**src/flash_pkg.sv**
```systemverilog
// constants, opcodes and state encoding for the quad spi flash sequencer
package flash_pkg;

    // ------------------------------------------------------------
    // clock and self-timed cycle lengths
    // ------------------------------------------------------------
    localparam int CLK_MHZ = 50;
    localparam int PROGRAM_CYCLE_TIME_US = 1000;
    localparam int SECTOR_ERASE_TIME_US = 50000;
    localparam int HALF_BLOCK_ERASE_TIME_US = 100000;
    localparam int PROGRAM_CYCLE_CYCLES = PROGRAM_CYCLE_TIME_US * CLK_MHZ;
    localparam int SECTOR_ERASE_CYCLES = SECTOR_ERASE_TIME_US * CLK_MHZ;
    localparam int HALF_BLOCK_ERASE_CYCLES = HALF_BLOCK_ERASE_TIME_US * CLK_MHZ;
    localparam int TIMER_W = 24;

    // ------------------------------------------------------------
    // command opcodes
    // ------------------------------------------------------------
    localparam logic [7:0] OP_WRITE_ENABLE = 8'h06;
    localparam logic [7:0] OP_WRITE_DISABLE = 8'h04;
    localparam logic [7:0] OP_READ_STATUS_1 = 8'h05;
    localparam logic [7:0] OP_READ_STATUS_2 = 8'h35;
    localparam logic [7:0] OP_QUAD_IO_READ = 8'heb;
    localparam logic [7:0] OP_PAGE_PROGRAM = 8'h02;
    localparam logic [7:0] OP_QUAD_DATA_PROGRAM = 8'h32;
    localparam logic [7:0] OP_QUAD_PAGE_PROGRAM = 8'h38;
    localparam logic [7:0] OP_SECTOR_ERASE = 8'h20;
    localparam logic [7:0] OP_HALF_BLOCK_ERASE = 8'h52;
    localparam logic [7:0] OP_MODE_BIT_RESET = 8'hff;

    // ------------------------------------------------------------
    // frame geometry and array layout
    // ------------------------------------------------------------
    localparam logic [3:0] CONT_READ_NIBBLE = 4'ha;
    localparam logic [4:0] CMD_LAST_CLK = 5'h07;
    localparam logic [4:0] ADDR_LAST_CLK_SINGLE = 5'h17;
    localparam logic [4:0] ADDR_LAST_CLK_QUAD = 5'h05;
    localparam logic [4:0] MODE_LAST_CLK = 5'h01;
    localparam logic [4:0] DUMMY_LAST_CLK = 5'h03;
    localparam logic [4:0] BYTE_LAST_CLK_SINGLE = 5'h07;
    localparam logic [4:0] BYTE_LAST_CLK_QUAD = 5'h01;
    localparam int PAGE_LOG2 = 8;
    localparam int SECTOR_LOG2 = 12;
    localparam int HALF_BLOCK_LOG2 = 15;
    localparam int BLOCK_LOG2 = 16;
    localparam int CAPACITY_LOG2_DEFAULT = 22;

    // ------------------------------------------------------------
    // status register bit positions (second register holds bit 9 as bit 1)
    // ------------------------------------------------------------
    localparam int SR1_BUSY_POS = 0;
    localparam int SR1_WEL_POS = 1;
    localparam int SR1_BP0_POS = 2;
    localparam int SR1_TB_POS = 5;
    localparam int SR1_SEC_POS = 6;
    localparam int SR2_QE_POS = 1;

    // pin synchroniser reset level: chip select idles high
    localparam logic [5:0] PIN_RESET = 6'h20;

    // ------------------------------------------------------------
    // frame decoder states
    // ------------------------------------------------------------
    typedef enum logic [9:0] {
        ST_IDLE = 10'h001,
        ST_CMD = 10'h002,
        ST_ADDR = 10'h004,
        ST_MODE = 10'h008,
        ST_DUMMY = 10'h010,
        ST_RDATA = 10'h020,
        ST_WDATA = 10'h040,
        ST_STATUS = 10'h080,
        ST_ARMED = 10'h100,
        ST_IGNORE = 10'h200
    } frame_state_t;

endpackage

```
**src/quad_spi_flash_seq.sv**
```systemverilog
// quad spi flash command sequencer: quad read, page program, sector and half block erase
`timescale 1ns/10ps
module quad_spi_flash_seq
    import flash_pkg::*;
#(
    parameter int PROGRAM_CYCLES = PROGRAM_CYCLE_CYCLES,
    parameter int SECTOR_CYCLES = SECTOR_ERASE_CYCLES,
    parameter int HALF_BLOCK_CYCLES = HALF_BLOCK_ERASE_CYCLES,
    parameter int CAPACITY_LOG2 = CAPACITY_LOG2_DEFAULT
) (
    input wire logic MCLK,
    input wire logic RESETN,
    input wire logic SPI_CLOCK,
    input wire logic CHIP_SELECT_N,
    input wire logic [3:0] QUAD_LINE_IN,
    output logic [3:0] QUAD_LINE_OUT,
    output logic [3:0] QUAD_LINE_OE,
    input wire logic QUAD_ENABLE_BIT,
    input wire logic PROTECT_GRANULARITY_BIT,
    input wire logic PROTECT_TOP_BOTTOM_BIT,
    input wire logic PROTECT_RANGE_BIT_2,
    input wire logic PROTECT_RANGE_BIT_1,
    input wire logic PROTECT_RANGE_BIT_0,
    output logic BUSY,
    output logic WRITE_ENABLE_LATCH,
    output logic CONTINUOUS_READ_ACTIVE,
    output logic [23:0] MEM_ADDR,
    output logic [7:0] MEM_WDATA,
    output logic MEM_WRITE,
    input wire logic [7:0] MEM_RDATA
);

    // ------------------------------------------------------------
    // pin synchronisers
    // ------------------------------------------------------------
    logic [5:0] pin_raw;
    logic [5:0] s1_q, s2_q, s3_q, filt_q;
    logic cs_prev_q, sclk_prev_q;
    logic cs_n, sclk, cs_rise, cs_fall, sclk_rise, sclk_fall;
    logic [3:0] io_in;

    assign pin_raw = {CHIP_SELECT_N, SPI_CLOCK, QUAD_LINE_IN};

    // three stages; a level is taken once the second and third agree
    always_ff @(posedge MCLK or negedge RESETN) begin
        if (!RESETN) begin
            s1_q <= PIN_RESET;
            s2_q <= PIN_RESET;
            s3_q <= PIN_RESET;
            filt_q <= PIN_RESET;
            cs_prev_q <= 1'b1;
            sclk_prev_q <= 1'b0;
        end else begin
            s1_q <= pin_raw;
            s2_q <= s1_q;
            s3_q <= s2_q;
            filt_q <= (filt_q & (s2_q ^ s3_q)) | (s2_q & ~(s2_q ^ s3_q));
            cs_prev_q <= filt_q[5];
            sclk_prev_q <= filt_q[4];
        end
    end

    assign cs_n = filt_q[5];
    assign sclk = filt_q[4];
    assign io_in = filt_q[3:0];
    assign cs_rise = cs_n & ~cs_prev_q;
    assign cs_fall = ~cs_n & cs_prev_q;
    assign sclk_rise = sclk & ~sclk_prev_q & ~cs_n;
    assign sclk_fall = ~sclk & sclk_prev_q & ~cs_n;

    // ------------------------------------------------------------
    // frame decoder
    // ------------------------------------------------------------
    frame_state_t state_q;
    logic [4:0] cnt_q;
    logic [4:0] last_cnt;
    logic [7:0] cmd_q, byte_q, byte_d, opc;
    logic [23:0] addr_q, addr_d;
    logic addr_quad_q, data_quad_q, lane_quad, phase_end;
    logic busy_q, wel_q, cont_q, exec_done;
    logic cmd_done, addr_done, mode_done, byte_done;
    logic is_program, is_erase;

    assign lane_quad = (state_q == ST_ADDR && addr_quad_q) || state_q == ST_MODE ||
                       (state_q == ST_WDATA && data_quad_q);
    assign byte_d = lane_quad ? {byte_q[3:0], io_in} : {byte_q[6:0], io_in[0]};
    assign addr_d = addr_quad_q ? {addr_q[19:0], io_in} : {addr_q[22:0], io_in[0]};
    assign opc = byte_d;
    assign is_program = cmd_q == OP_PAGE_PROGRAM || cmd_q == OP_QUAD_DATA_PROGRAM ||
                        cmd_q == OP_QUAD_PAGE_PROGRAM;
    assign is_erase = cmd_q == OP_SECTOR_ERASE || cmd_q == OP_HALF_BLOCK_ERASE;

    // clock count that closes the current phase
    always_comb begin
        last_cnt = CMD_LAST_CLK;
        unique case (state_q)
            ST_ADDR: last_cnt = addr_quad_q ? ADDR_LAST_CLK_QUAD : ADDR_LAST_CLK_SINGLE;
            ST_MODE: last_cnt = MODE_LAST_CLK;
            ST_DUMMY: last_cnt = DUMMY_LAST_CLK;
            ST_WDATA: last_cnt = data_quad_q ? BYTE_LAST_CLK_QUAD : BYTE_LAST_CLK_SINGLE;
            ST_IDLE, ST_CMD, ST_RDATA, ST_STATUS, ST_ARMED, ST_IGNORE: last_cnt = CMD_LAST_CLK;
        endcase
    end

    assign phase_end = sclk_rise && cnt_q == last_cnt;
    assign cmd_done = phase_end && state_q == ST_CMD;
    assign addr_done = phase_end && state_q == ST_ADDR;
    assign mode_done = phase_end && state_q == ST_MODE;
    assign byte_done = phase_end && state_q == ST_WDATA;

    // phase sequencing on each filtered serial clock rise
    always_ff @(posedge MCLK or negedge RESETN) begin
        if (!RESETN) begin
            state_q <= ST_IDLE;
            cnt_q <= 5'h00;
            cmd_q <= 8'h00;
            byte_q <= 8'h00;
            addr_q <= 24'h000000;
            addr_quad_q <= 1'b0;
            data_quad_q <= 1'b0;
        end else if (cs_rise) begin
            state_q <= ST_IDLE;
            cnt_q <= 5'h00;
        end else if (cs_fall) begin
            cnt_q <= 5'h00;
            byte_q <= 8'h00;
            if (cont_q) begin
                cmd_q <= OP_QUAD_IO_READ;
                addr_quad_q <= 1'b1;
                state_q <= (busy_q || !QUAD_ENABLE_BIT) ? ST_IGNORE : ST_ADDR;
            end else begin
                state_q <= ST_CMD;
            end
        end else if (sclk_rise) begin
            cnt_q <= phase_end ? 5'h00 : cnt_q + 5'h01;
            byte_q <= byte_d;
            unique case (state_q)
                ST_CMD: begin
                    if (cmd_done) begin
                        cmd_q <= opc;
                        addr_quad_q <= opc == OP_QUAD_IO_READ || opc == OP_QUAD_PAGE_PROGRAM;
                        data_quad_q <= opc != OP_PAGE_PROGRAM;
                        state_q <= ST_IGNORE;
                        if (opc == OP_READ_STATUS_1 || opc == OP_READ_STATUS_2) begin
                            state_q <= ST_STATUS;
                        end else if (busy_q) begin
                            state_q <= ST_IGNORE;
                        end else if (opc == OP_QUAD_IO_READ) begin
                            state_q <= QUAD_ENABLE_BIT ? ST_ADDR : ST_IGNORE;
                        end else if (opc == OP_PAGE_PROGRAM || is_erase_op(opc)) begin
                            state_q <= wel_q ? ST_ADDR : ST_IGNORE;
                        end else if (opc == OP_QUAD_DATA_PROGRAM ||
                                     opc == OP_QUAD_PAGE_PROGRAM) begin
                            state_q <= (wel_q && QUAD_ENABLE_BIT) ? ST_ADDR : ST_IGNORE;
                        end
                    end
                end
                ST_ADDR: begin
                    addr_q <= addr_d;
                    if (addr_done) begin
                        if (cmd_q == OP_QUAD_IO_READ) begin
                            state_q <= ST_MODE;
                        end else if (is_program) begin
                            state_q <= ST_WDATA;
                        end else begin
                            state_q <= ST_ARMED;
                        end
                    end
                end
                ST_MODE: state_q <= mode_done ? ST_DUMMY : ST_MODE;
                ST_DUMMY: state_q <= phase_end ? ST_RDATA : ST_DUMMY;
                ST_ARMED: state_q <= ST_IGNORE;
                ST_IDLE, ST_RDATA, ST_WDATA, ST_STATUS, ST_IGNORE: state_q <= state_q;
            endcase
        end
    end

    function automatic logic is_erase_op(input logic [7:0] op);
        is_erase_op = op == OP_SECTOR_ERASE || op == OP_HALF_BLOCK_ERASE;
    endfunction

    // write enable latch: set by command, cleared when a cycle ends
    always_ff @(posedge MCLK or negedge RESETN) begin
        if (!RESETN) begin
            wel_q <= 1'b0;
        end else if (exec_done) begin
            wel_q <= 1'b0;
        end else if (cmd_done && !busy_q && opc == OP_WRITE_ENABLE) begin
            wel_q <= 1'b1;
        end else if (cmd_done && !busy_q && opc == OP_WRITE_DISABLE) begin
            wel_q <= 1'b0;
        end
    end

    // continuous read mode, kept across frames
    always_ff @(posedge MCLK or negedge RESETN) begin
        if (!RESETN) begin
            cont_q <= 1'b0;
        end else if (cmd_done && opc == OP_MODE_BIT_RESET) begin
            cont_q <= 1'b0;
        end else if (mode_done) begin
            cont_q <= byte_d[7:4] == CONT_READ_NIBBLE;
        end
    end

    // ------------------------------------------------------------
    // page buffer
    // ------------------------------------------------------------
    logic [7:0] page_mem [0:255];
    logic [255:0] page_valid_q;
    logic [7:0] page_ptr_q;
    logic have_byte_q;

    // pointer wraps inside the page so only the last 256 bytes survive
    always_ff @(posedge MCLK or negedge RESETN) begin
        if (!RESETN) begin
            page_valid_q <= 256'h0;
            page_ptr_q <= 8'h00;
            have_byte_q <= 1'b0;
        end else if (addr_done && is_program) begin
            page_valid_q <= 256'h0;
            page_ptr_q <= addr_d[7:0];
            have_byte_q <= 1'b0;
        end else if (byte_done) begin
            page_valid_q[page_ptr_q] <= 1'b1;
            page_ptr_q <= page_ptr_q + 8'h01;
            have_byte_q <= 1'b1;
        end
    end

    // byte storage, no reset needed
    always_ff @(posedge MCLK) begin
        if (byte_done) begin
            page_mem[page_ptr_q] <= byte_d;
        end
    end

    // ------------------------------------------------------------
    // protection and start of self-timed cycles
    // ------------------------------------------------------------
    logic [2:0] bp;
    logic prog_start, erase_start;
    logic [4:0] erase_log2;

    assign bp = {PROTECT_RANGE_BIT_2, PROTECT_RANGE_BIT_1, PROTECT_RANGE_BIT_0};
    assign erase_log2 = cmd_q == OP_SECTOR_ERASE ? 5'(SECTOR_LOG2) : 5'(HALF_BLOCK_LOG2);

    // true when [aligned a, +2^span) overlaps the protected range
    function automatic logic hits_protect(input logic [23:0] a, input logic [4:0] span);
        logic [31:0] cap, psize, first, last;
        logic [4:0] plog;
        cap = 32'h1 << CAPACITY_LOG2;
        plog = 5'(CAPACITY_LOG2);
        if (PROTECT_GRANULARITY_BIT) begin
            plog = bp >= 3'h5 ? 5'(HALF_BLOCK_LOG2) : 5'(SECTOR_LOG2 - 1) + 5'(bp);
        end else if (bp < 3'h6) begin
            plog = 5'(BLOCK_LOG2 - 1) + 5'(bp);
        end
        psize = 32'h1 << plog;
        first = {8'h00, a} & (cap - 32'h1) & ~((32'h1 << span) - 32'h1);
        last = first + (32'h1 << span);
        if (bp == 3'h0) begin
            hits_protect = 1'b0;
        end else if (PROTECT_TOP_BOTTOM_BIT) begin
            hits_protect = first < psize;
        end else begin
            hits_protect = last > cap - psize;
        end
    endfunction

    assign prog_start = cs_rise && state_q == ST_WDATA && cnt_q == 5'h00 && have_byte_q &&
                        !hits_protect(addr_q, 5'(PAGE_LOG2));
    assign erase_start = cs_rise && state_q == ST_ARMED && is_erase &&
                         !hits_protect(addr_q, erase_log2);

    // ------------------------------------------------------------
    // self-timed engine and array port
    // ------------------------------------------------------------
    logic [TIMER_W-1:0] timer_q;
    logic wr_active_q, erase_run_q;
    logic [1:0] wr_phase_q;
    logic [15:0] wr_idx_q, wr_last_q;
    logic [23:0] wr_base_q, rd_addr_q;

    assign exec_done = busy_q && !wr_active_q && timer_q == '0;

    // busy lasts the cycle time and at least until every array write is done
    always_ff @(posedge MCLK or negedge RESETN) begin
        if (!RESETN) begin
            busy_q <= 1'b0;
            timer_q <= '0;
            wr_active_q <= 1'b0;
            erase_run_q <= 1'b0;
            wr_phase_q <= 2'h0;
            wr_idx_q <= 16'h0000;
            wr_last_q <= 16'h0000;
            wr_base_q <= 24'h000000;
            MEM_ADDR <= 24'h000000;
            MEM_WDATA <= 8'h00;
            MEM_WRITE <= 1'b0;
        end else if (prog_start || erase_start) begin
            busy_q <= 1'b1;
            wr_active_q <= 1'b1;
            erase_run_q <= erase_start;
            wr_phase_q <= 2'h0;
            wr_idx_q <= 16'h0000;
            MEM_WRITE <= 1'b0;
            if (prog_start) begin
                timer_q <= TIMER_W'(PROGRAM_CYCLES - 1);
                wr_last_q <= 16'h00ff;
                wr_base_q <= {addr_q[23:8], 8'h00};
            end else if (cmd_q == OP_SECTOR_ERASE) begin
                timer_q <= TIMER_W'(SECTOR_CYCLES - 1);
                wr_last_q <= 16'h0fff;
                wr_base_q <= {addr_q[23:12], 12'h000};
            end else begin
                timer_q <= TIMER_W'(HALF_BLOCK_CYCLES - 1);
                wr_last_q <= 16'h7fff;
                wr_base_q <= {addr_q[23:15], 15'h0000};
            end
        end else if (busy_q) begin
            MEM_WRITE <= 1'b0;
            if (timer_q != '0) begin
                timer_q <= timer_q - TIMER_W'(1);
            end
            if (exec_done) begin
                busy_q <= 1'b0;
            end
            if (wr_active_q && erase_run_q) begin
                MEM_ADDR <= wr_base_q | {8'h00, wr_idx_q};
                MEM_WDATA <= 8'hff;
                MEM_WRITE <= 1'b1;
                wr_idx_q <= wr_idx_q + 16'h0001;
                wr_active_q <= wr_idx_q != wr_last_q;
            end else if (wr_active_q && !page_valid_q[wr_idx_q[7:0]]) begin
                wr_idx_q <= wr_idx_q + 16'h0001;
                wr_active_q <= wr_idx_q != wr_last_q;
            end else if (wr_active_q) begin
                MEM_ADDR <= wr_base_q | {8'h00, wr_idx_q};
                wr_phase_q <= wr_phase_q == 2'h2 ? 2'h0 : wr_phase_q + 2'h1;
                if (wr_phase_q == 2'h2) begin
                    MEM_WDATA <= MEM_RDATA & page_mem[wr_idx_q[7:0]];
                    MEM_WRITE <= 1'b1;
                    wr_idx_q <= wr_idx_q + 16'h0001;
                    wr_active_q <= wr_idx_q != wr_last_q;
                end
            end
        end else begin
            MEM_WRITE <= 1'b0;
            MEM_ADDR <= rd_addr_q; // read path only while idle
        end
    end

    // ------------------------------------------------------------
    // output lines: read data and status shift out on falling edges
    // ------------------------------------------------------------
    logic nib_hi_q;
    logic [7:0] stat_q;
    logic [7:0] sr1, sr2;

    // status words, widened before shifting so no flag is lost
    assign sr1 = (8'(busy_q) << SR1_BUSY_POS) | (8'(wel_q) << SR1_WEL_POS) |
                 (8'(bp) << SR1_BP0_POS) | (8'(PROTECT_TOP_BOTTOM_BIT) << SR1_TB_POS) |
                 (8'(PROTECT_GRANULARITY_BIT) << SR1_SEC_POS);
    assign sr2 = 8'(QUAD_ENABLE_BIT) << SR2_QE_POS;

    // line drivers, status snapshot and read address per falling edge
    always_ff @(posedge MCLK or negedge RESETN) begin
        if (!RESETN) begin
            QUAD_LINE_OUT <= 4'h0;
            QUAD_LINE_OE <= 4'h0;
            nib_hi_q <= 1'b1;
            stat_q <= 8'h00;
            rd_addr_q <= 24'h000000;
        end else if (cs_n) begin
            QUAD_LINE_OUT <= 4'h0;
            QUAD_LINE_OE <= 4'h0;
            nib_hi_q <= 1'b1;
        end else if (cmd_done) begin
            stat_q <= opc == OP_READ_STATUS_2 ? sr2 : sr1;
        end else if (mode_done) begin
            rd_addr_q <= addr_q; // address already complete
            nib_hi_q <= 1'b1;
        end else if (sclk_fall && state_q == ST_RDATA) begin
            QUAD_LINE_OUT <= nib_hi_q ? MEM_RDATA[7:4] : MEM_RDATA[3:0];
            QUAD_LINE_OE <= 4'hf;
            nib_hi_q <= ~nib_hi_q;
            if (!nib_hi_q) begin
                rd_addr_q <= rd_addr_q + 24'h000001;
            end
        end else if (sclk_fall && state_q == ST_STATUS) begin
            QUAD_LINE_OUT <= {2'b00, stat_q[7], 1'b0};
            QUAD_LINE_OE <= 4'h2;
            stat_q <= {stat_q[6:0], stat_q[7]};
        end
    end

    assign BUSY = busy_q;
    assign WRITE_ENABLE_LATCH = wel_q;
    assign CONTINUOUS_READ_ACTIVE = cont_q;

endmodule

```
**config.mk**
```make
export PLATFORM = sky130hd
export DESIGN_NAME = quad_spi_flash_seq
export DESIGN_NICKNAME = d
export VERILOG_FILES = /design/src/flash_pkg.sv /design/src/quad_spi_flash_seq.sv
export SDC_FILE = /design/constraint.sdc
export NUM_CORES = 2
export LEC_CHECK = 0
export BUFFER_PORTS_ARGS = -buffer_cell sky130_fd_sc_hd__buf_2
export CELL_PAD_IN_SITES_DETAIL_PLACEMENT = 0
export CELL_PAD_IN_SITES_GLOBAL_PLACEMENT = 1
export CORE_ASPECT_RATIO = 1.2
export CORE_MARGIN = 1.5
export CORE_UTILIZATION = 57
export CTS_CLUSTER_SIZE = 12
export DETAILED_ROUTE_END_ITERATION = 6
export PLACE_DENSITY = 0.85
export SLEW_MARGIN = 10
export SYNTH_ARGS = -nofsm -noshare
export SYNTH_HDL_FRONTEND = slang
export SYNTH_SLANG_ARGS = --single-unit
export TNS_END_PERCENT = 5
```
**constraint.sdc**
```tcl
create_clock -name MCLK -period 11.5 [get_ports MCLK]
set_input_delay 0 -clock MCLK [delete_from_list [all_inputs] [get_ports MCLK]]
set_output_delay 0 -clock MCLK [all_outputs]
set_load 0.02 [all_outputs]
```
==> flow_summary_export.csv <==
group,metric,value,unit
routing,wl,270000,µm
floorplanning,io_pins,66,
floorplanning,die_area,185000,µm²
routing,drc,0,
routing,vias,58800,
worst_setup_path,worstSetupPathType,"reg2reg",
cts,root_buffer,"clkbuf_16",
placement,io_buffer_count,65,
worst_setup_path,cp.required,12270,ps
routing,wl_per_cell,30.5,µm
logic_synthesis,synth_commonest_cells,"edfxtp_1 (2048), nor2_1 (528), dfrtp_1 (478)",
global_routing,grt_pass1_vias,58000,
global_routing,groute.usage.overall,29.4,%
status,status,"completed",
cts,h-tree-depth,4,
sta,fin_crit_sh,52.9,%
logic_synthesis,post-synth-top-area-fraction,59.1,%
cts,cts_buffers,239,
logic_synthesis,yosysTopAreaCell,"edfxtp_1",
sta,setup_viol,0,
floorplanning,die_y,471,µm
cells_and_area,final-seq-area,73700,µm²
logic_synthesis,synth_warnings,0,
global_routing,grt_max_degree,166,
cells_and_area,multi_input_area,28400,µm²
floorplanning,num_rows,171,
sta,fmax,164,MHz
placement,gp_congestion,0.924,
cells_and_area,nets,6323,
sta,rsz0062_at_grt,"false",
pwr,power.share.sequential,55.8,%
global_routing,antenna_found_initial,10,
placement,dp_hpwl,161000,µm
placement,placedCellCount,8388,
pwr,power_frac_clock,39.3,%
floorplanning,die_x,393,µm
sta,worst_slew_pin_slew,1280,ps
routing,drtIter0Drc,7122,
worst_setup_path,worstSetupEndpointType,"register",
floorplanning,core-area,181000,µm²
worst_setup_path,path_max_fanout,88,
min_path,min_path_type,"in2reg",
logic_synthesis,synth_seq_cells,2533,
logic_synthesis,synthArstFlopShare,19.1,%
logic_synthesis,ys_top_cells_by_area,"edfxtp_1 (59%), dfrtp_1 (11%), mux4_2 (9.4%)",
logic_synthesis,synth-seq-area-share,70.8,%
logic_synthesis,synthCells,6219,
sta,slew_headroom,14.7,%
sta,finClkSkew,96.5,ps
cells_and_area,layout-drive-gt1-share,16.6,%
worst_setup_path,cp-start-kind,"register",
cts,clockBufferDepth,3,
worst_setup_path,arrival,6860,ps
cts,clock_latency,910,ps
cells_and_area,syn_to_final_growth,9.66,%
pwr,combPwrFrac,4.9,%
global_routing,grt_remaining_overflow,0,
logic_synthesis,avgSynthCellArea,16.7,µm²
cts,clk_pin_slew_worst_paths,60,ps
cts,cts_resized,0,
logic_synthesis,synthMostInstantiatedCell,"edfxtp_1",
pwr,power_switching,4210,µW
cts,cts_tree,"yes",
routing,drt_pass1_iterations,6,
routing,ant_nets,0,
pwr,switching_share,22.4,%
cells_and_area,fill_cells,12400,
logic_synthesis,synth_nets,6299,
sta,tns,0,ps
logic_synthesis,synth_area,104000,µm²
pwr,p_int,14600,µW
logic_synthesis,synth_top_flop_cell,"edfxtp_1",
sta,drv_slew,0,
global_routing,grt_pass1_wl,396000,µm
logic_synthesis,synth_edf_count,2048,
sta,fin_crit,6090,ps
cells_and_area,final_cells,8844,
floorplanning,start_util,57.4,%
pwr,leakage,0.0387,µW
pwr,cellPowerDensity,165,nW/µm²
sta,hold_violations,0,
routing,routed_via_density,6.64,
pwr,ir_drop,144,µV
logic_synthesis,synthDistinctLibCells,104,
job,cap_violations,0,
cts,cts_sinks,2533,
==> worst paths after layout <==
kind                            startpoint                end  slack (ps)  depth (start not counted)
min in group asynchronous           RESETN           nib_hi_q         270                          3
max in group asynchronous           RESETN  page_valid_q[177]        9250                          5
hold reg to reg                    s1_q[2]            s2_q[2]         350                          0
setup reg to reg               wr_idx_q[0]       MEM_WDATA[7]        5410                         11
setup / recovery               wr_idx_q[0]       MEM_WDATA[7]        5410                         11
hold / removal             QUAD_ENABLE_BIT          stat_q[1]          50                          4
==> what timing repair did <==
action                    in CTS  in global routing
buffers inserted               0                  0
hold endpoints to repair     157                  0
hold buffers                  36                  0
==> cell type report <==
class	instances	area share [%]
antenna	6	0.0132
clock buffer	380	5.88
clock inverter	34	0.453
inverter	51	0.194
multi-input combinational	3220	24.9
sequential	2533	64.6
tap	2422	2.66
timing repair buffer	198	1.32
==> metrics by stage <==
step / util (%) / power [µW] / setup WS (ps) / hold WS [ps] / area [µm²]
floorplan: - / 11200 / 5480 / -296 / 104000
global placement: 58.7 / 11500 / 5390 / 100 / 106000
detailed placement: 58.7 / 11600 / 5280 / 109 / 106000
CTS: 62.9 / 18900 / 5490 / 4.35 / 114000
global route: 62.9 / 19300 / 5140 / 84.1 / 114000
finish: 63.0 / 18800 / 5410 / 53.3 / 114000
==> cell usage in the layout, fill, tap and decap left out, types with 104 or more instances in the layout <==
master     instances
dfrtp_1          474
a22oi_1          332
nor2_1           525
mux4_2           432
clkbuf_1         122
edfxtp_1        2048
nand3_1          127
clkbuf_16        240
mux2i_1          342
a21oi_1          263
nand2_1          213
o21ai_0          104
==> per-layer routing <==
| layer | global-route usage, % | wire length, µm | vias up |
|---|---|---|---|
| li1 | - | - | 24500 |
| met1 | 39.1 | 100000 | 30400 |
| met2 | 46.7 | 131000 | 3239 |
| met3 | 6.41 | 25700 | 602 |
| met4 | 13.0 | 13100 | 8 |
| met5 | 0.343 | 130 | - |
==> sequential cells by signal, summed over array words and instances (netlist names), 3 cells and up, named ones only <==
register,count
state_q,10
MEM_WDATA,8
wr_idx_q,16
byte_q,7
wr_last_q,3
cnt_q,5
s1_q,6
page_ptr_q,8
page_valid_q,256
s3_q,6
MEM_ADDR,24
stat_q,8
page_mem,2048
s2_q,6
rd_addr_q,24
QUAD_LINE_OUT,4
timer_q,24
wr_base_q,16
addr_q,24
cmd_q,8
==> cells by family after synthesis <==
family	count (synthesis)	share of synthesized area [%]
buf+inv	466	2.08
xor+xnor	88	0.741
mux	831	13.3
flops	2533	70.8
compound gates	1007	6.56
simple gates	1228	5.71
fa+ha+maj	66	0.776
==> worst max-delay path, cell delays in order (launching register included) <==
cell and delay, ps:
dfrtp_4 890, buf_12 510, buf_4 720, buf_4 870, mux4_2 600, a22oi_1 310
nand2_1 140, a22o_1 300, a211oi_1 620, mux2i_1 330, a211oi_1 320, a2bb2oi_1 100
==> power groups by stage <==
stage	Clock, µW	Sequential (µW)	Combinational, µW
after global routing	7790	10500	994
final	7410	10500	922
after floorplan	0	10700	461
after detailed placement	0	10700	914
after CTS	7460	10500	926
after global placement	0	10700	864
No activity file was read; power rests on OpenSTA's default activity.
